$ cat config.mk
export PLATFORM = sky130hd
export DESIGN_NAME = serial_in_parallel_out_latch
export DESIGN_NICKNAME = d
export VERILOG_FILES = /design/src/sipo_latch_pkg.sv /design/src/serial_in_parallel_out_latch.sv
export VERILOG_INCLUDE_DIRS = /design/src
export SDC_FILE = /design/constraint.sdc
export NUM_CORES = 1
export LEC_CHECK = 0
export BUFFER_PORTS_ARGS = -buffer_cell sky130_fd_sc_hd__buf_4
export CAP_MARGIN = 20
export CORE_UTILIZATION = 41
export DETAILED_ROUTE_END_ITERATION = 6
export MAX_ROUTING_LAYER = met4
export SKIP_CTS_REPAIR_TIMING = 1
export SYNTH_ARGS = -nofsm -noshare
export SYNTH_HDL_FRONTEND = slang
export SYNTH_SLANG_ARGS = --single-unit
$ cat constraint.sdc
create_clock -name clk -period 2.1 [get_ports clk]
set_input_delay 0.42 -clock clk [delete_from_list [all_inputs] [get_ports clk]]
set_output_delay 0.42 -clock clk [all_outputs]
set_load 0.05 [all_outputs]
$ cat src/sipo_latch_map.svh
// register positions, widths and reset values for the serial-in parallel-out latch
`ifndef SIPO_LATCH_MAP_SVH
`define SIPO_LATCH_MAP_SVH

`define SIPO_STAGES      8
`define SIPO_FIRST       0
`define SIPO_SIXTH       5
`define SIPO_SEVENTH     6
`define SIPO_LAST        7
`define SIPO_RESET_VAL   8'h00
`define SIPO_OE_OFF      8'h00
`define SIPO_OE_ON       8'hFF

`endif

$ cat src/sipo_latch_pkg.sv
// types shared by the serial-in parallel-out latch
`default_nettype none
`include "sipo_latch_map.svh"

package sipo_latch_pkg;

    // eight shift stages or eight latch bits, bit 0 is the first stage
    typedef logic [`SIPO_STAGES-1:0] stage_vec_t;

    // controller pins, all but output_enable sampled on clk; output_enable gates the drivers directly
    typedef struct packed {
        logic serial_in;        // serial data bit
        logic shift_clock;      // shift clock level
        logic hold_latch_load;  // strobe: latch follows stages while high
        logic output_enable;    // parallel outputs driven while high
    } pin_in_s;

endpackage
`default_nettype wire

$ cat src/serial_in_parallel_out_latch.sv
// eight-stage shift register with holding latch, three-state parallel and cascade outputs
//
// Function
// rising shift clock shifts input into stage one
// rising edge moves stage seven into eight
// fast cascade shows stage seven's old value
// slow cascade copies fast on falling edge
// strobe high: latch follows; low: latch holds
// enable high drives latch onto parallel outputs
// enable low floats parallel outputs, cascades driven
// enable never changes stages or latch
// controller picks fast or slow cascade output
// no power-up state: shift, strobe, then enable
`timescale 1ns/100ps
`default_nettype none
`include "sipo_latch_map.svh"

module serial_in_parallel_out_latch (
    input  wire logic                      clk,
    input  wire logic                      reset_n,
    input  wire sipo_latch_pkg::pin_in_s   pins,
    output logic [`SIPO_STAGES-1:0]        parallel_outputs,
    output logic [`SIPO_STAGES-1:0]        parallel_outputs_oe,
    output logic                           fast_cascade_out,
    output logic                           slow_cascade_out
);

    // ==========================================================
    // edge helpers
    // ==========================================================
    // the shift clock is an ordinary sampled input, so edges are found
    // against its value one clk earlier; it must stay stable >= 1 clk per phase
    function automatic logic rose(input logic now_v, input logic was_v);
        rose = now_v & ~was_v;
    endfunction

    function automatic logic fell(input logic now_v, input logic was_v);
        fell = ~now_v & was_v;
    endfunction

    // ==========================================================
    // state
    // ==========================================================
    sipo_latch_pkg::stage_vec_t stage_q;    // shift stages, bit 0 first
    sipo_latch_pkg::stage_vec_t stage_d;
    sipo_latch_pkg::stage_vec_t hold_q;     // holding latch
    sipo_latch_pkg::stage_vec_t hold_d;
    logic                       clk_seen_q; // shift clock one clk ago
    logic                       slow_q;     // slow cascade flop
    logic                       slow_d;
    logic                       sc_rise;    // rising shift-clock edge seen
    logic                       sc_fall;    // falling shift-clock edge seen

    // ==========================================================
    // next-state logic
    // ==========================================================
    // output enable is deliberately absent here: it only gates the drivers
    always_comb begin
        sc_rise = rose(pins.shift_clock, clk_seen_q);
        sc_fall = fell(pins.shift_clock, clk_seen_q);
        stage_d = stage_q;
        hold_d  = hold_q;
        slow_d  = slow_q;
        if (sc_rise) begin
            // new bit enters stage one, each stage moves up, stage seven into eight
            stage_d = {stage_q[`SIPO_LAST-1:`SIPO_FIRST], pins.serial_in};
        end
        if (sc_fall) begin
            // slow cascade picks up what the fast one took half a period earlier
            slow_d = stage_q[`SIPO_LAST];
        end
        if (pins.hold_latch_load) begin
            // transparent: follow the stages including a shift happening now
            hold_d = stage_d;
        end
    end

    // ==========================================================
    // registers
    // ==========================================================
    // real part powers up unknown; reset gives a defined zero, yet the
    // controller must still load known bits before enabling
    always_ff @(posedge clk or negedge reset_n) begin
        if (!reset_n) begin
            stage_q    <= `SIPO_RESET_VAL;
            hold_q     <= `SIPO_RESET_VAL;
            slow_q     <= 1'b0;
            clk_seen_q <= 1'b0;
        end else begin
            stage_q    <= stage_d;
            hold_q     <= hold_d;
            slow_q     <= slow_d;
            clk_seen_q <= pins.shift_clock;
        end
    end

    // ==========================================================
    // outputs
    // ==========================================================
    // latch data always present; enable decides whether the pins are driven
    assign parallel_outputs    = hold_q;
    assign parallel_outputs_oe = pins.output_enable ? `SIPO_OE_ON : `SIPO_OE_OFF;
    // last stage feeds the fast cascade, so a downstream part on the same
    // rising edge sees the pre-edge value of stage eight
    assign fast_cascade_out    = stage_q[`SIPO_LAST];
    assign slow_cascade_out    = slow_q;

    // ==========================================================
    // assertions
    // ==========================================================
    // one rising edge moves every stage up by one and takes the new bit
    property p_shift;
        @(posedge clk) disable iff (!reset_n)
        sc_rise |=> stage_q == {$past(stage_q[`SIPO_LAST-1:`SIPO_FIRST]), $past(pins.serial_in)};
    endproperty
    a_shift: assert property (p_shift)
        else $error("stages did not shift on rising edge");

    // the last stage, and with it the fast cascade, takes old stage seven
    property p_fast;
        @(posedge clk) disable iff (!reset_n)
        sc_rise |=> fast_cascade_out == $past(stage_q[`SIPO_SEVENTH]);
    endproperty
    a_fast: assert property (p_fast)
        else $error("fast cascade not old stage seven");

    // between rising edges the fast cascade must not glitch, or a
    // downstream part clocked on the same edge could catch a wrong bit
    property p_fast_hold;
        @(posedge clk) disable iff (!reset_n)
        !sc_rise |=> $stable(stage_q) && $stable(fast_cascade_out);
    endproperty
    a_fast_hold: assert property (p_fast_hold)
        else $error("stages moved without rising edge");

    // the slow cascade copies the fast one at the falling edge
    property p_slow_take;
        @(posedge clk) disable iff (!reset_n)
        sc_fall |=> slow_cascade_out == $past(fast_cascade_out);
    endproperty
    a_slow_take: assert property (p_slow_take)
        else $error("slow cascade missed falling edge");

    // no falling edge, no change on the slow cascade
    property p_slow_keep;
        @(posedge clk) disable iff (!reset_n)
        !sc_fall |=> $stable(slow_cascade_out);
    endproperty
    a_slow_keep: assert property (p_slow_keep)
        else $error("slow cascade changed off edge");

    // right after a falling edge both cascades carry the same bit
    property p_slow_match;
        @(posedge clk) disable iff (!reset_n)
        sc_fall |=> slow_cascade_out == fast_cascade_out;
    endproperty
    a_slow_match: assert property (p_slow_match)
        else $error("slow cascade differs from fast after fall");

    // transparent latch: equal to the stages one clk after the strobe is high
    property p_latch_follow;
        @(posedge clk) disable iff (!reset_n)
        pins.hold_latch_load |=> parallel_outputs == stage_q;
    endproperty
    a_latch_follow: assert property (p_latch_follow)
        else $error("latch not following stages");

    // a shift in the same clk as the strobe reaches the latch at once
    property p_latch_shift;
        @(posedge clk) disable iff (!reset_n)
        (pins.hold_latch_load && sc_rise)
        |=> parallel_outputs == {$past(stage_q[`SIPO_LAST-1:`SIPO_FIRST]), $past(pins.serial_in)};
    endproperty
    a_latch_shift: assert property (p_latch_shift)
        else $error("latch missed shift during strobe");

    // strobe low: the latch keeps its value whatever the stages do
    property p_latch_keep;
        @(posedge clk) disable iff (!reset_n)
        !pins.hold_latch_load ##1 !pins.hold_latch_load |-> $stable(hold_q);
    endproperty
    a_latch_keep: assert property (p_latch_keep)
        else $error("latch changed with strobe low");

    // enable high: every parallel driver is on
    property p_oe_on;
        @(posedge clk) disable iff (!reset_n)
        pins.output_enable |-> parallel_outputs_oe == `SIPO_OE_ON;
    endproperty
    a_oe_on: assert property (p_oe_on)
        else $error("parallel outputs not driven");

    // enable low: every parallel driver is off
    property p_oe_off;
        @(posedge clk) disable iff (!reset_n)
        !pins.output_enable |-> parallel_outputs_oe == `SIPO_OE_OFF;
    endproperty
    a_oe_off: assert property (p_oe_off)
        else $error("parallel outputs not floated");

    // the eight drivers switch as one group, never a mixed pattern
    property p_oe_group;
        @(posedge clk) disable iff (!reset_n)
        (parallel_outputs_oe == `SIPO_OE_ON) || (parallel_outputs_oe == `SIPO_OE_OFF);
    endproperty
    a_oe_group: assert property (p_oe_group)
        else $error("parallel drivers not switched together");

    // an enable change alone leaves stages and latch untouched
    property p_oe_inert;
        @(posedge clk) disable iff (!reset_n)
        ($changed(pins.output_enable) && !sc_rise && !pins.hold_latch_load)
        |=> $stable(stage_q) && $stable(hold_q);
    endproperty
    a_oe_inert: assert property (p_oe_inert)
        else $error("enable change altered state");

    // even with the strobe high, an enable change never moves the stages
    property p_oe_stage;
        @(posedge clk) disable iff (!reset_n)
        ($changed(pins.output_enable) && !sc_rise) |=> $stable(stage_q);
    endproperty
    a_oe_stage: assert property (p_oe_stage)
        else $error("enable change moved the stages");

endmodule
`default_nettype wire

==> flow_summary.json, run 1 <==
{
  "critical_path_buf_inv_count": 0,
  "grt_antenna_before_repair": 0,
  "grt_overall_usage_pct": 14.7,
  "post-dp-hpwl_um": 892,
  "cts_root_buf": "sky130_fd_sc_hd__clkbuf_4",
  "synth.area.top_cells": "sky130_fd_sc_hd__dfrtp_1 (51%), sky130_fd_sc_hd__mux2_2 (8.9%), sky130_fd_sc_hd__nand4b_1 (7.9%), sky130_fd_sc_hd__o221ai_1 (7.9%), sky130_fd_sc_hd__buf_4 (6.8%)",
  "clockBufferDepth": 2,
  "diodes": 0,
  "post-synth-top-area-fraction_pct": 50.9,
  "layoutNonFillerInstCount": 107,
  "antenna_left": 0,
  "dieWidth_um": 48.5,
  "top_usage_layer": "met1",
  "power.density_cell_area_nw_per_um2": 1370,
  "crit_family": "flip-flops",
  "synth.most_common_cell": "sky130_fd_sc_hd__dfrtp_1",
  "synth.net_count": 80,
  "netlist.top_cell.by_area": "sky130_fd_sc_hd__dfrtp_1",
  "status": "completed",
  "min_path_type": "in2reg",
  "synth_top_flop_cell": "sky130_fd_sc_hd__dfrtp_1",
  "port_buffers": 14,
  "required_ns": 2.29,
  "grt_remaining_overflow": 0,
  "final_weighted_congestion_in_routability_driven_placement": 0.665,
  "totalWireLength_um": 1380,
  "synth-seq-cells": 18,
  "grt_pass1_vias": 516,
  "finish.net_count": 87,
  "clock_tree_from_tritoncts": "done",
  "final_util_pct": 48.2,
  "seq_area_frac_synth_pct": 50.9,
  "synth-edff-count": 0,
  "clk_pin_slew_ns": 0.10,
  "setup_repair_after_global_routing_missed_its_margin": "no",
  "drt_pre_antenna_iters": 4,
  "io_pins": 24,
  "setup.worst_path.end_class": "flop",
  "synthArstFlopShare_pct": 100,
  "placeableCoreArea_um2": 2000,
  "p_leak_uw": 0.000437,
  "post_route_cells_drive_above_1_share_pct": 35.0,
  "cap_viol_max_count": 0,
  "postSynthCellCount": 74,
  "synth.yosys.warnings": 0,
  "gr-usage-met3_pct": 4.09,
  "critical_path_cell_list": "nor2b_4 -> mux2_2",
  "report.final.slew_viol_count": 0,
  "area_growth_pct": 9.05,
  "critical-path-max-stage-delay_ns": 0.49,
  "cp.arrival_ns": 1.58,
  "path_max_fanout": 16,
  "post_route_setup_tns_ns": 0,
  "worstSetupPathType": "reg2reg",
  "grt_max_degree": 25,
  "post-layout-total-power_uw": 1320,
  "final-hold-violation-count": 0,
  "fmax_mhz": 719,
  "fin_crit_ns": 1.39,
  "grt_pass1_wl_um": 2490,
  "slew_margin_rel_pct": 71.9,
  "detail_route.iter0.violations": 8,
  "critical_path.startpoint_type": "flop",
  "routed_wire_length_per_instance_um": 12.9,
  "initial_utilization_pct": 44.2,
  "cell_with_the_biggest_individual_delay_on_the_critical_path": "sky130_fd_sc_hd__dfrtp_1",
  "globalRouteMet2Util_pct": 18.8,
  "dr_total_vias": 557,
  "cts_sinks": 18,
  "syn_std_cell_area_um2": 885,
  "final-setup-viol-count": 0,
  "cts_made_buffers": 3,
  "ys_types": 13,
  "dieHeight_um": 48.5,
  "vias_per_cell": 5.21,
  "worst_slew_pin_slew_ns": 0.420,
  "average_cell_area_after_synthesis_um2": 12.0,
  "htreeDepth": 1,
  "insertion_delay_ns": 0.30,
  "placement_rows": 16,
  "groute.layer.met1.usage_pct": 20.5,
  "drc": 0,
  "die_area_um2": 2350,
  "vdd.ir_drop.worst_mv": 0.870,
  "period_utilization_post_route_pct": 66.2,
  "final.fill_count": 195,
  "clock-skew-final_ns": 0.00372,
  "numPlacedInstances": 102
}
==> final cells by class <==
type,instances,area [um2],share of cell area [%]
sequential,18,450,46.7
multi-input combinational,35,299,31.0
timing repair buffer,15,115,11.9
clock buffer,4,36.3,3.76
tap,27,33.8,3.50
inverter,8,30.0,3.11
==> flip-flops by register name (all words and copies together), names as in the netlist <==
register	flops
parallel_outputs	8
stage_q	8
clk_seen_q	1
slow_cascade_out	1
==> cell families (layout without fill, tap and decap cells) <==
kind of cell,count (synthesis),in the layout,share of synthesized area (%)
AO/OA/AOI/OAI,8,8,7.92
flip-flops,18,18,50.9
AND/OR/NAND/NOR,18,18,13.6
multiplexers,9,9,12.3
buffers and inverters,21,27,15.3
==> layer usage <==
layer | vias to the layer above | share of wire [%]
met1 | 270 | 48
met3 | 5 | 4.9
met5 | - | 0
li1 | 264 | -
met2 | 18 | 44
met4 | 0 | 3.1
==> power by group <==
| group | leakage [uW] | switching, uW | internal (uW) |
|---|---|---|---|
| Clock | 0.0000210 | 109 | 106 |
| Combinational | 0.000197 | 342 | 201 |
| Sequential | 0.000219 | 93.3 | 466 |
==> placed cells by master (no fill, tap or decap) <==
master | netlist | layout
sky130_fd_sc_hd__nand2_1 | 8 | 8
sky130_fd_sc_hd__o221ai_1 | 8 | 8
sky130_fd_sc_hd__buf_4 | 8 | 14
sky130_fd_sc_hd__dfrtp_1 | 18 | 18
sky130_fd_sc_hd__clkbuf_4 | 0 | 3
sky130_fd_sc_hd__clkbuf_8 | 0 | 1
sky130_fd_sc_hd__mux2_2 | 7 | 7
sky130_fd_sc_hd__nand4b_1 | 8 | 8
sky130_fd_sc_hd__nor2b_4 | 1 | 1
sky130_fd_sc_hd__dlygate4sd3_1 | 0 | 1
sky130_fd_sc_hd__inv_1 | 8 | 8
sky130_fd_sc_hd__mux2_4 | 2 | 2
sky130_fd_sc_hd__nand2b_1 | 1 | 1
==> metrics by stage <==
stage,setup slack (ns),hold WS (ns),instance area [um2]
floorplan,0.791,0.124,885
global placement,0.624,0.302,918
detailed placement,0.612,0.306,918
CTS,0.709,-0.0258,955
global route,0.640,0.306,965
finish,0.709,0.310,965
==> final timing paths <==
path,depth (start not counted),start,slack [ns],endpoint
setup / recovery,2,clk_seen_q$_DFF_PN0_,0.71,stage_q[1]$_DFF_PN0_
hold / removal,1,pins[2],0.31,clk_seen_q$_DFF_PN0_
setup reg to reg,2,clk_seen_q$_DFF_PN0_,0.71,stage_q[1]$_DFF_PN0_
hold reg to reg,1,slow_cascade_out$_DFFE_PN0P_,0.53,slow_cascade_out$_DFFE_PN0P_
max in group asynchronous,2,reset_n,1.39,stage_q[3]$_DFF_PN0_
min in group asynchronous,2,reset_n,0.51,stage_q[4]$_DFF_PN0_
Note: power is estimated with default switching activity, not from simulation.
==> run 2, diff against run 1 <==
Settings changed: PLACE_DENSITY set to 0.67.
Clock period 2.1 ns to 1.24 ns, I/O delays scaled along.
==> run 2 against run 1 <==
Total power increased by 63%. Highest routed layer unchanged. Clock power rose by 30%. Global-route usage shrank 1.8 points. Maximum frequency up 20%. Critical path type unchanged.
==> flow_summary.json, run 2 (synthesis results as in run 1) <==
{
  "status": "completed",
  "fin_ws_ns": 0.0838,
  "routed_wire_length_per_instance_um": 12.1,
  "cp.arrival_ns": 1.33,
  "final_weighted_congestion_in_routability_driven_placement": 0.686,
  "drc": 0,
  "finish.net_count": 91,
  "grt_antenna_before_repair": 0,
  "final-hold-violation-count": 0,
  "critical_path.startpoint_type": "flop",
  "clk_pin_slew_ns": 0.10,
  "worst_hold_path.num_cells": 2,
  "cts_sinks": 18,
  "vias_per_cell": 5.10,
  "grt_remaining_overflow": 0,
  "vdd.ir_drop.worst_mv": 1.18,
  "insertion_delay_ns": 0.28,
  "period_utilization_post_route_pct": 93.2,
  "cap_viol_max_count": 0,
  "totalWireLength_um": 1330,
  "report.final.slew_viol_count": 0,
  "port_buffers": 14,
  "worstSetupPathType": "reg2reg",
  "setup_repair_after_global_routing_missed_its_margin": "no",
  "grt_pass1_wl_um": 2270,
  "fmax_mhz": 865,
  "area_growth_pct": 10.9,
  "min_path_type": "in2reg",
  "dr_total_vias": 561,
  "timing.reg2reg.worst_path_depth": 3,
  "critical_path_cell_list": "nor2b_4 -> buf_4 -> mux2_2",
  "dieHeight_um": 48.5,
  "grt_max_degree": 25,
  "cts_made_buffers": 3,
  "final.fill_count": 199,
  "min_from": "pins[3]",
  "cts_root_buf": "sky130_fd_sc_hd__clkbuf_4",
  "die_area_um2": 2350,
  "slew_margin_rel_pct": 85.0,
  "final-setup-viol-count": 0,
  "drt_pre_antenna_iters": 4,
  "fin_crit_ns": 1.16,
  "clockBufferDepth": 2,
  "required_ns": 1.41,
  "placeableCoreArea_um2": 2000,
  "dieWidth_um": 48.5,
  "io_pins": 24,
  "post-dp-hpwl_um": 902,
  "grt_overall_usage_pct": 12.9,
  "placement_rows": 16,
  "critical_path.reg2reg.endpoint": "stage_q[3]$_DFF_PN0_",
  "path_max_fanout": 9,
  "critical-path-max-stage-delay_ns": 0.42,
  "reg2reg_setup_slack_ns": 0.08,
  "pre_cts_ws_ns": 0.0941,
  "post_route_setup_tns_ns": 0,
  "p_leak_uw": 0.000450,
  "diodes": 0,
  "reg2reg_from": "clk_seen_q$_DFF_PN0_",
  "cell_with_the_biggest_individual_delay_on_the_critical_path": "sky130_fd_sc_hd__dfrtp_1",
  "power.density_cell_area_nw_per_um2": 2190,
  "setup.worst_path.end_class": "flop",
  "worst_slew_pin_slew_ns": 0.226,
  "initial_utilization_pct": 44.2,
  "post_route_cells_drive_above_1_share_pct": 37.3,
  "htreeDepth": 1,
  "antenna_left": 0,
  "whs_endpoint": "stage_q[0]$_DFF_PN0_",
  "clock_tree_from_tritoncts": "done",
  "clock-skew-final_ns": 0.00388,
  "mostFrequentLayoutCells": "sky130_fd_sc_hd__dfrtp_1 (18), sky130_fd_sc_hd__buf_4 (18)",
  "grt_pass1_vias": 512,
  "detail_route.iter0.violations": 8
}
-- run 2: cell types whose count changed in the layout (fill, tap and decap cells not counted) --
cell and change:
sky130_fd_sc_hd__clkbuf_8 -1, sky130_fd_sc_hd__buf_4 +4
-- run 2: stage by stage --
stage	cell area, um2	power, uW	cells	util (%)	hold WS [ns]
2_1_floorplan	885	1680	74	-	-0.0476
3_3_place_gp	948	1870	106	47.4	0.130
3_5_place_dp	948	1890	106	47.4	0.131
4_1_cts	971	2170	109	48.5	-0.184
5_1_grt	981	2280	110	49.0	0.193
6_report	981	2150	110	49.0	0.211
-- run 2: where the power goes --
part	switching (uW)	internal (uW)	total [uW]	leakage (uW)
sequential	155	789	944	0.000219
clock	167	112	279	0.0000138
combinational	581	348	929	0.000217
total	903	1250	2150	0.000450
-- run 2: worst max-delay path, delay by kind of cell, from the launching register on --
kind / cells / cell delay, ns
buffers and inverters: 1 / 0.17
DFF: 1 / 0.42
muxes: 1 / 0.34
and+or+nand+nor: 1 / 0.12
-- run 2: how the worst max path moves through the flow --
stage                               from              endpoint  depth (start not counted)  slack (ns)
global route        stage_q[7]$_DFF_PN0_      fast_cascade_out                          1        0.05
detailed placement  clk_seen_q$_DFF_PN0_  stage_q[0]$_DFF_PN0_                          3        0.09
floorplan           clk_seen_q$_DFF_PN0_  stage_q[4]$_DFF_PN0_                          4        0.04
global placement    clk_seen_q$_DFF_PN0_  stage_q[2]$_DFF_PN0_                          3        0.12
CTS                 clk_seen_q$_DFF_PN0_  stage_q[0]$_DFF_PN0_                          3        0.08
finish              clk_seen_q$_DFF_PN0_  stage_q[3]$_DFF_PN0_                          3        0.08
-- run 2: layout make-up --
cell class	instances	area [um2]	share of cell area (%)
clock buffers	3	22.5	2.30
multi-input cells	35	299	30.5
well taps	27	33.8	3.44
inverters	8	30.0	3.06
repair buffers	19	145	14.8
flip-flops and latches	18	450	45.9
-- run 2: metal layers --
layer	global-route usage (%)	vias to the layer above	share of wire [%]
met4	4.41	0	0.30
met2	18.5	10	45
met3	3.46	2	3.5
met5	-	-	0
met1	17.6	277	51
li1	-	272	-
